--- src/pkg/gpp_pkg.sv ---
// General-purpose pin port: register map, reset values and pin carriers.
// Assumes an 8-bit register address space reached through the host interface.
package gpp_pkg;

  // ==========================================================================
  // Register map
  localparam logic [7:0] ADDR_FUNC_SEL = 8'h4F;
  localparam logic [7:0] ADDR_OUT_LVL = 8'h50;
  localparam logic [7:0] ADDR_DIR = 8'h51;
  localparam logic [7:0] ADDR_IN_LVL = 8'h52;

  // ==========================================================================
  // Reset values
  localparam logic [7:0] RST_FUNC_SEL = 8'h00;
  localparam logic [7:0] RST_OUT_LVL = 8'h00;
  localparam logic [7:0] RST_DIR = 8'hFF;
  localparam logic [7:0] ZERO_BYTE = 8'h00;

  // ==========================================================================
  // Field and pin positions
  localparam int unsigned PIN_COUNT = 8;
  localparam int unsigned FS_PIN7_BIT = 7;
  localparam int unsigned FS_PIN65_BIT = 6;
  localparam int unsigned PIN_IRQ = 7;
  localparam int unsigned PIN_RSVD_ALT = 6;
  localparam int unsigned PIN_SYNC = 5;
  localparam int unsigned PIN_ANT_DIR = 1;
  localparam int unsigned PIN_ANT_CTL = 0;
  // Bit 1 never follows a general-purpose pin
  localparam logic [7:0] GP_MASK = 8'hFD;
  localparam logic [7:0] FS_WR_MASK = 8'hC0;

  // ==========================================================================
  // Carriers
  typedef struct packed {
    logic [7:0] addr;
    logic [7:0] data;
  } gpp_wr_t;

  typedef struct packed {
    logic [7:0] level;
    logic [7:0] oe_n;
  } gpp_pins_t;

endpackage : gpp_pkg

--- src/logic/gpp_port.sv ---
// General-purpose pin port: function select, output levels, direction, input levels.
// Assumes the host interface and alternate-function sources share clk_i; pin inputs
// are asynchronous and are synchronised here.
module gpp_port (
  input wire logic clk_i, // 25 MHz device clock
  input wire logic rstn_i, // Power-on reset, async, active low
  input wire logic wr_en_i, // Register write strobe, one cycle
  input wire gpp_pkg::gpp_wr_t wr_i, // Write address and data
  input wire logic rd_en_i, // Register read strobe, one cycle
  input wire logic [7:0] rd_addr_i, // Read address
  output logic [7:0] rd_data_o, // Read data, valid cycle after strobe
  input wire logic [7:0] pin_in_i, // Pad input levels, asynchronous
  output gpp_pkg::gpp_pins_t pin_o, // Pad drive levels and enables
  input wire logic host_irq_i, // Interrupt request source
  input wire logic sync_src_i, // Sync output source
  input wire logic antenna_two_pin_i, // Antenna pin-mode select, 1 = two-pin
  input wire logic antenna_tx_active_i, // Antenna line driven by device
  output logic antenna_control_input_o // Antenna control input from pin 0
);

  // ==========================================================================
  // Registers
  logic sel7_q;
  logic sel6_q;
  logic [7:0] out_lvl_q;
  logic [7:0] dir_q;
  logic [7:0] rd_data_q;
  logic [7:0] in_meta_q;
  logic [7:0] in_sync_q;
  gpp_pkg::gpp_pins_t pins_q;
  gpp_pkg::gpp_pins_t pins_d;
  logic [7:0] func_sel;
  logic [7:0] rd_data_d;

  // Decides whether a pin currently belongs to general-purpose use
  function automatic logic gp_owned(input int unsigned idx, input logic s7, input logic s6,
                                    input logic two_pin);
    logic owned;
    owned = 1'b1;
    case (idx)
      gpp_pkg::PIN_IRQ: owned = !s7;
      gpp_pkg::PIN_RSVD_ALT: owned = !s6;
      gpp_pkg::PIN_SYNC: owned = !s6;
      gpp_pkg::PIN_ANT_DIR: owned = 1'b0;
      gpp_pkg::PIN_ANT_CTL: owned = !two_pin;
      default: owned = 1'b1;
    endcase
    return owned;
  endfunction : gp_owned

  function automatic logic wr_hit(input logic en, input gpp_pkg::gpp_wr_t w,
                                  input logic [7:0] a);
    return en && (w.addr == a);
  endfunction : wr_hit

  // ==========================================================================
  // Function select: only the top two bits hold state
  always_ff @(posedge clk_i or negedge rstn_i) begin
    if (!rstn_i) begin
      sel7_q <= gpp_pkg::RST_FUNC_SEL[gpp_pkg::FS_PIN7_BIT];
      sel6_q <= gpp_pkg::RST_FUNC_SEL[gpp_pkg::FS_PIN65_BIT];
    end else if (wr_hit(wr_en_i, wr_i, gpp_pkg::ADDR_FUNC_SEL)) begin
      sel7_q <= wr_i.data[gpp_pkg::FS_PIN7_BIT];
      sel6_q <= wr_i.data[gpp_pkg::FS_PIN65_BIT];
    end
  end

  // Reserved positions have no storage, so writes cannot reach them
  assign func_sel = gpp_pkg::FS_WR_MASK & {sel7_q, sel6_q, 6'h00};

  // ==========================================================================
  // Output levels
  always_ff @(posedge clk_i or negedge rstn_i) begin
    if (!rstn_i) begin
      out_lvl_q <= gpp_pkg::RST_OUT_LVL;
    end else if (wr_hit(wr_en_i, wr_i, gpp_pkg::ADDR_OUT_LVL)) begin
      out_lvl_q <= wr_i.data;
    end
  end

  // ==========================================================================
  // Direction
  always_ff @(posedge clk_i or negedge rstn_i) begin
    if (!rstn_i) begin
      dir_q <= gpp_pkg::RST_DIR;
    end else if (wr_hit(wr_en_i, wr_i, gpp_pkg::ADDR_DIR)) begin
      dir_q <= wr_i.data;
    end
  end

  // ==========================================================================
  // Pin input synchroniser
  always_ff @(posedge clk_i or negedge rstn_i) begin
    if (!rstn_i) begin
      in_meta_q <= gpp_pkg::ZERO_BYTE;
      in_sync_q <= gpp_pkg::ZERO_BYTE;
    end else begin
      in_meta_q <= pin_in_i;
      in_sync_q <= in_meta_q;
    end
  end

  // Only the two-pin mode hands the pin level to the antenna interface
  assign antenna_control_input_o = antenna_two_pin_i && in_sync_q[gpp_pkg::PIN_ANT_CTL];

  // ==========================================================================
  // Pin drive
  generate
    for (genvar i = 0; i < gpp_pkg::PIN_COUNT; i++) begin : g_pin
      always_comb begin
        pins_d.level[i] = 1'b0;
        pins_d.oe_n[i] = 1'b1;
        if (gp_owned(i, sel7_q, sel6_q, antenna_two_pin_i)) begin
          pins_d.level[i] = out_lvl_q[i];
          pins_d.oe_n[i] = dir_q[i];
        end else if (i == gpp_pkg::PIN_IRQ) begin
          pins_d.level[i] = host_irq_i;
          pins_d.oe_n[i] = 1'b0;
        end else if (i == gpp_pkg::PIN_SYNC) begin
          pins_d.level[i] = sync_src_i;
          pins_d.oe_n[i] = 1'b0;
        end else if (i == gpp_pkg::PIN_ANT_DIR) begin
          pins_d.level[i] = antenna_tx_active_i;
          pins_d.oe_n[i] = 1'b0;
        end
        // Reserved pin 6 and antenna input pin 0 stay released
      end
    end
  endgenerate

  // Registered so pads never see decode glitches; costs one cycle of latency
  always_ff @(posedge clk_i or negedge rstn_i) begin
    if (!rstn_i) begin
      pins_q.level <= gpp_pkg::ZERO_BYTE;
      pins_q.oe_n <= gpp_pkg::RST_DIR;
    end else begin
      pins_q <= pins_d;
    end
  end

  assign pin_o = pins_q;

  // ==========================================================================
  // Read path
  always_comb begin
    case (rd_addr_i)
      gpp_pkg::ADDR_FUNC_SEL: rd_data_d = func_sel;
      gpp_pkg::ADDR_OUT_LVL: rd_data_d = out_lvl_q;
      gpp_pkg::ADDR_DIR: rd_data_d = dir_q;
      gpp_pkg::ADDR_IN_LVL: rd_data_d = in_sync_q & gpp_pkg::GP_MASK;
      default: rd_data_d = gpp_pkg::ZERO_BYTE;
    endcase
  end

  always_ff @(posedge clk_i or negedge rstn_i) begin
    if (!rstn_i) begin
      rd_data_q <= gpp_pkg::ZERO_BYTE;
    end else if (rd_en_i) begin
      rd_data_q <= rd_data_d;
    end
  end

  assign rd_data_o = rd_data_q;

  // ==========================================================================
  // Checks
  logic wr_seen_q;

  always_ff @(posedge clk_i or negedge rstn_i) begin
    if (!rstn_i) begin
      wr_seen_q <= 1'b0;
    end else if (wr_en_i) begin
      wr_seen_q <= 1'b1;
    end
  end
endmodule : gpp_port

--- config.mk ---
export PLATFORM = sky130hd
export DESIGN_NAME = gpp_port
export DESIGN_NICKNAME = d
export VERILOG_FILES = /design/src/pkg/gpp_pkg.sv /design/src/logic/gpp_port.sv
export SDC_FILE = /design/constraint.sdc
export NUM_CORES = 1
export LEC_CHECK = 0
export ABC_AREA = 1
export BUFFER_PORTS_ARGS = -buffer_cell sky130_fd_sc_hd__buf_2
export CAP_MARGIN = 20
export CORE_MARGIN = 3
export CORE_UTILIZATION = 51
export DETAILED_ROUTE_END_ITERATION = 6
export GPL_TIMING_DRIVEN = 0
export PLACE_DENSITY = 0.79
export SLEW_MARGIN = 30
export SYNTH_ARGS = -nofsm -noshare
export SYNTH_HDL_FRONTEND = slang
export SYNTH_SLANG_ARGS = --single-unit
--- constraint.sdc ---
create_clock -name clk_i -period 1.1 [get_ports clk_i]
set_input_delay 0.11 -clock clk_i [delete_from_list [all_inputs] [get_ports clk_i]]
set_output_delay 0.11 -clock clk_i [all_outputs]
set_load 0.1 [all_outputs]
# Word-level counts from Yosys, hierarchy flattened
# Cells that the tools add are included.
# totals
output_inout_bits,25
in_bits,40
elab_cells,29
register_bits,58
# op_classes
reduce_logical,4
eq_ne,7
mux,9
# op_table
op,n
"== test 8 x 7 -> 1 bit, second input constant",7
one-hot mux 8 bit (4 select lines),1
two-way mux 1 bit,8
logical AND 1 bit,4

# Depth between registers and ports, before layout
# Gate-level depths: netlist (run 1).
# logic_depth
word_depth,2
mapped_depth,8
mapped_depth_nobuf,7

# Least setup slack after synthesis (run 1)
# Ideal clock, no wire load.
# synth_path
path_type,flip-flop to flip-flop
start,register rd_data_o[0] (netlist name)
end,register rd_data_q[0] (netlist: rd_data_o[0])
stages_incl_launch_ff,3
synth_period_minus_slack_ns,1.156
path_slack_ns,-0.056
n_path_buf,0
t_required_ns,1.032
setup_ns,0.068
t_arrival_ns,1.088
path_cell_list,dfrtp_1 -> nand2_1 -> nand2_1
# synth_rtl
item,line_no,rtl
end signal: assignment,gpp_port.sv:157,rd_data_q <= gpp_pkg::ZERO_BYTE;
end signal: assignment,gpp_port.sv:159,rd_data_q <= rd_data_d;
end: declaration,gpp_port.sv:27,logic [7:0] rd_data_q;

# Worst setup path in the final report (run 1)
# layout_path
start,register pins_q (netlist bit pin_o[4])
end,output pin_o[4] (netlist name)
# layout_rtl
item,line_no,rtl
start: declaration,gpp_port.sv:30,gpp_pkg::gpp_pins_t pins_q;
start signal: assignment,gpp_port.sv:137,pins_q <= pins_d;
end: declaration,gpp_port.sv:13,"output gpp_pkg::gpp_pins_t pin_o,"
# No word-level cell between the ends.

==> results of run 1 <==
-- timing repair --
item	4_1_cts	5_1_grt
setup buffers	1	1
hold endpoints to repair	50	0
setup endpoints to repair	25	17
hold buffers	11	0
cloned	0	0
gates resized for setup	52	10
-- sequential cells by signal, indices dropped and copies added, names as in the netlist --
| name | count |
|---|---|
| out_lvl_q | 8 |
| dir_q | 8 |
| in_sync_q | 7 |
| sel6_q | 1 |
| pin_o | 16 |
| rd_data_o | 8 |
| sel7_q | 1 |
| in_meta_q | 7 |
-- logic make-up (layout without fill, tap and decap cells) --
group           count (synthesis)  in the layout  share of synthesized area (%)
simple gates                  111            111                          23.54
flops                          56             56                          63.68
buf+inv                        28            111                          6.053
compound gates                 21             21                          6.054
other cells                     1              1                         0.1680
mux                             1              1                         0.5044
-- final timing paths --
check                             startpoint      endpoint  slack, ns  cells past startpoint
worst max-delay path                pin_o[4]      pin_o[4]      -0.04                      1
worst min-delay path              sync_src_i     pin_o[13]       0.02                      3
min in group asynchronous             rstn_i     pin_o[15]       0.39                      2
worst max register to register  in_sync_q[0]  rd_data_o[0]       0.09                      6
worst min register to register  in_meta_q[2]  in_sync_q[2]       0.35                      0
max in group asynchronous             rstn_i  rd_data_o[4]       0.23                      2
-- power by group --
part           total (mW)  internal [mW]  switching (mW)
clock network        1.05          0.448           0.603
logic               0.797          0.267           0.530
registers            2.28           2.21          0.0737
total                4.13           2.92            1.21
-- synthesized netlist by cell type --
| library cell | number |
|---|---|
| nand3_1 | 31 |
| dfstp_2 | 16 |
| buf_6 | 4 |
| o21ai_0 | 2 |
| inv_2 | 4 |
| o21ai_2 | 6 |
| a21oi_2 | 2 |
| inv_1 | 19 |
| nand4_2 | 1 |
| nor2_2 | 5 |
| nand3b_1 | 1 |
| clkbuf_1 | 1 |
| a21oi_1 | 5 |
| nor3_1 | 1 |
| nor2_1 | 14 |
| or2_2 | 2 |
| nand2_2 | 3 |
| o21ai_1 | 6 |
| nand2_1 | 48 |
| nand4_1 | 1 |
| dfrtp_1 | 40 |
| conb_1 | 1 |
| nor3_2 | 1 |
| nor2_4 | 3 |
| mux2_2 | 1 |
-- placed cells by master, fill, tap and decap left out, drive strengths merged --
| cell | n |
|---|---|
| o21ai | 14 |
| or2 | 2 |
| buf | 68 |
| nor3 | 2 |
| nand4 | 2 |
| dfrtp | 40 |
| conb | 1 |
| clkbuf | 8 |
| dlygate4sd3 | 11 |
| dfstp | 16 |
| clkinv | 1 |
| mux2 | 1 |
| a21oi | 7 |
| inv | 23 |
| nand3 | 31 |
| nor2 | 22 |
| nand2 | 51 |
| nand3b | 1 |
-- cell type report --
cell class	count	area [um^2]
Tap cell	50	62.56
Buffer	5	48.80
Timing Repair Buffer	75	643.1
Inverter	23	86.33
Multi-Input combinational cell	134	678.2
Sequential cell	56	1431
Clock inverter	1	5.005
Clock buffer	7	76.32
Fill cell	289	1084
-- worst register-to-register path, cell delays in order (launching register included) --
cell and delay [ns]:
dfrtp_1 0.41, buf_4 0.14, buf_4 0.12, nand3_1 0.07, nand3_1 0.08, nand2_1 0.06
nand2_1 0.05
-- through the flow --
| stage | total power, mW | setup TNS, ns | area (um^2) | hold WS (ns) |
|---|---|---|---|---|
| after detailed placement | 2.952 | -0.02627 | 2618 | 0.1885 |
| final | 4.127 | -0.3229 | 3032 | 0.01632 |
| after global routing | 4.312 | -0.6794 | 3032 | 0.01798 |
| after floorplan | 2.760 | 0 | 2242 | -0.1856 |
| after global placement | 2.943 | -2.956 | 2615 | 0.2175 |
| after CTS | 4.149 | -0.3798 | 2992 | 0.006468 |
-- layer usage --
layer	vias to the layer above	GRT usage, %	wire [um]
met5	-	0	0
met4	0	6.263	68
met3	7	4.986	247
met2	49	33.16	2397
met1	800	24.19	1983
li1	858	-	-
==> out/results.txt, run 1 <==
Vias/cell: 4.883
Post-route ant nets: 0
DP Wirelength: 3.072 mm
Fmax: 0.8736 GHz
Initial Util: 54.24%
Routed vias: 1714
Max Cap Viol: 0
Remaining DRCs: 0
Rel. slew slack: 55.55%
Post-synthesis sequential area ratio: 63.68%
Leak Pwr: 1.519 nW
Total Wirelength: 4.697 mm
GP Congestion: 0.7672
Max-slew violations: 0
Clock latency on the worst-skew pair: 0.31 ns
Final design utilization: 73.67%
Worst hold path class: primary input to register
Pwr dens: 1361 nW/um^2
Outcome: finished with violations
Crit path largest cell delay: 0.56 ns
Die Area: 5206 um^2
Final Cycle Share: 104.1%
First DRT Iteration DRCs: 89
Row cnt: 23
Initial antenna violation count: 0
Pre-antenna DRT Iters: 5
Startpoint types: register
Endpoints failing setup: 8
CP cell instances: buf_12
WP buf/inv: 1
# nets final: 340
Root Driver: clkbuf_8
RSZ-0062 raised after global routing: yes
First-pass GRT wire length: 7.700 mm
Die width: 72.16 um
Ports: 65
Final Critical Period: 1.145 ns
Failing checks: negative setup slack
Arr. time, crit path: 1.03 ns
Synth unique cells: 25
TritonCTS clock tree: built
Synth top area cells: dfrtp_1 (45%), dfstp_2 (19%), nand2_1 (8.1%)
Mapped Cells: 218
CTS Sinks: 56
WL/cell: 13.38 um
Worst IR Drop VDD: 1.006 mV
CP required: 0.99 ns
Input/output buffers: 62
Gr ovfl total: 0
H-tree Lvls: 2
Clock tree buffer depth: 2
Worst-path maximum fanout: 1
Layout cells sized above 1: 42.52%
TritonCTS Buffers: 5
Largest net degree at the start of global routing: 57
Layout area overhead: 35.82%
Synth area leader: dfrtp_1
Synth Net Count: 258
Clock-pin slew on the worst setup and hold paths: 0.08 ns
Core area: 4115 um^2
Layout Cells excl Fill: 351
All-Layer GR Usage: 19.45%
Die Height: 72.16 um
Worst Clk Skew: 0.007929 ns
Crit path kind: register to output port
Final WS setup: -0.04467 ns
Crit-path leading delay family: flip-flops
Number of hold violations in the final report: 0
Syn Std Cell Area: 2232 um^2
Post-synth top area share: 44.84%
Slowest cell on crit path: dfstp_2
Average size of a mapped cell: 10.24 um^2
Yosys warns: 0
Place WS: -0.01394 ns
FF+latch count, synth: 56
Vias in the first global route: 1718
Worst Max-Slew Pin Slew: 0.6667 ns
N_diodes: 0
Critical Path End Type: output port
Post-Place Cells: 330
(Power assumes the default switching activity.)
==> run 2, diff against run 1 <==
Settings changed: SKIP_LAST_GASP from default to 1.
==> run 2 against run 1 <==
Against the previous run:
- the flow still finishes with violations (negative setup slack)
- sequential share of layout area unchanged
- first-iteration DRC count decreased by 3.4%
- critical path depth unchanged
- clock power about the same
- highest routed layer unchanged
==> out/results.txt, run 2 (synthesis results as in run 1) <==
Area post-placement: 2618 um^2 (unchanged)
Endpoints failing setup: 8 (unchanged)
Gr ovfl total: 0 (unchanged)
Initial antenna violation count: 0 (unchanged)
Crit path kind: register to output port
Most frequent cells in the layout: nand2_1 (47), buf_2 (36), dfrtp_1 (32)
Crit path largest cell delay: 0.56 ns (about the same)
Register area: 1431 um^2 (unchanged)
Total Wirelength: 4.731 mm (+0.72%)
Ports: 65 (unchanged)
Leak Pwr: 1.519 nW (unchanged)
Worst Max-Slew Pin Slew: 0.6704 ns (+0.003722 ns)
Crit-path leading delay family: flip-flops
Outcome: finished with violations
Row cnt: 23 (unchanged)
Max Cap Viol: 0 (unchanged)
Startpoint types: register
Vias/cell: 4.943 (+1.2%)
Max FFs per register: 16 (unchanged)
Layout Cells excl Fill: 351 (unchanged)
Pwr dens: 1362 nW/um^2 (about the same)
GP Congestion: 0.7672 (unchanged)
Rel. slew slack: 55.30% (-0.25 points)
Post-Place Cells: 330 (unchanged)
Initial Util: 54.24% (unchanged)
Worst hold slack: 0.01465 ns (-0.001677 ns)
Die width: 72.16 um (unchanged)
Pre-antenna DRT Iters: 5 (unchanged)
Max-slew violations: 0 (unchanged)
Worst Clk Skew: 0.007266 ns (-0.0006637 ns)
WP buf/inv: 1 (unchanged)
Layout area overhead: 35.82% (unchanged)
Remaining DRCs: 0 (unchanged)
Commonest non-fill, non-tap cell in the layout: nand2_1
Failing checks: negative setup slack
Largest net degree at the start of global routing: 57 (unchanged)
Clock tree buffer depth: 2 (unchanged)
Area of the multi-input gates: 678.2 um^2 (unchanged)
DP Wirelength: 3.072 mm (unchanged)
Die Height: 72.16 um (unchanged)
# nets final: 340 (unchanged)
Final Critical Period: 1.148 ns (+0.002906 ns)
Post-route cell area: 3032 um^2 (unchanged)
Vias in the first global route: 1713 (-0.29%)
Core area: 4115 um^2 (unchanged)
Arr. time, crit path: 1.04 ns (about the same)
N_diodes: 0 (unchanged)
Root Driver: clkbuf_8
Worst IR Drop VDD: 1.007 mV (about the same)
Slowest cell on crit path: dfstp_2
Final Cycle Share: 104.3% (+0.26 points)
FILL cells: 290 (+0.35%)
CTS Sinks: 56 (unchanged)
Number of hold violations in the final report: 0 (unchanged)
H-tree Lvls: 2 (unchanged)
Layout cells sized above 1: 42.52% (unchanged)
CP cell instances: buf_12
Worst-path maximum fanout: 1 (unchanged)
Die Area: 5206 um^2 (unchanged)
Setup TNS: -0.3314 ns (-0.008549 ns)
TritonCTS clock tree: built
First DRT Iteration DRCs: 86 (-3.4%)
Final WS setup: -0.04757 ns (-0.002906 ns)
TritonCTS Buffers: 5 (unchanged)
CP required: 0.99 ns (about the same)
Post-route ant nets: 0 (unchanged)
Routed vias: 1735 (+1.2%)
Worst hold path class: primary input to register
Clock latency on the worst-skew pair: 0.31 ns (about the same)
Critical Path End Type: output port
WL/cell: 13.48 um (+0.72%)
Fmax: 0.8714 GHz (-0.25%)
Clock-pin slew on the worst setup and hold paths: 0.08 ns (about the same)
All-Layer GR Usage: 19.54% (+0.089 points)
Input/output buffers: 62 (unchanged)
First-pass GRT wire length: 7.728 mm (+0.36%)
RSZ-0062 raised after global routing: yes
==> run 2: cell counts in the layout (fill, tap and decap cells not counted) <==
No cell type changed its count.
==> run 2: through the flow <==
step                      worst slack [ns]  utilization (%)  total power, mW
final                             -0.04757            73.67            4.129
after global routing              -0.09194            73.67            4.315
after global placement             -0.1490            63.55            2.943
after CTS                         -0.08170            72.48            4.142
after detailed placement          -0.01394            63.61            2.952
after floorplan                    0.03955                -            2.760
==> run 2: worst paths after layout <==
check / startpoint / to / slack [ns] / depth (start not counted)
setup / recovery: pin_o[3] / pin_o[3] / -0.05 / 1
hold / removal: sync_src_i / pin_o[13] / 0.01 / 3
setup reg to reg: in_sync_q[0] / rd_data_o[0] / 0.09 / 6
hold reg to reg: in_meta_q[2] / in_sync_q[2] / 0.35 / 0
max in group asynchronous: rstn_i / rd_data_o[4] / 0.23 / 2
min in group asynchronous: rstn_i / pin_o[15] / 0.39 / 2
==> run 2: layout make-up <==
cell class                      count  share of cell area [%]
Multi-Input combinational cell    134                   22.37
Clock inverter                      1                  0.1651
Buffer                              5                   1.610
Tap cell                           50                   2.064
Sequential cell                    56                   47.21
Timing Repair Buffer               75                   21.21
Clock buffer                        7                   2.518
Inverter                           23                   2.848
==> run 2: what timing repair did <==
item | CTS | global route
pin swaps | 0 | 0
hold endpoints to repair | 50 | 0
endpoints found under the setup margin | 25 | 17
buffers inserted | 1 | 1
gates resized for setup | 50 | 12
hold buffers | 11 | 0
==> run 2: power breakdown <==
group / leakage [nW] / internal [mW] / switching [mW]
clock: 0.0422 / 0.448 / 0.604
combinational: 0.818 / 0.267 / 0.531
sequential: 0.658 / 2.21 / 0.0737
==> run 2: layer usage <==
layer | track usage [%] | part of all wire [%] | vias to the layer above
met4 | 6.263 | 1.4 | 0
met2 | 33.37 | 51 | 50
met3 | 5.125 | 5.4 | 7
met5 | 0 | 0 | -
li1 | - | - | 860
met1 | 24.19 | 42 | 818
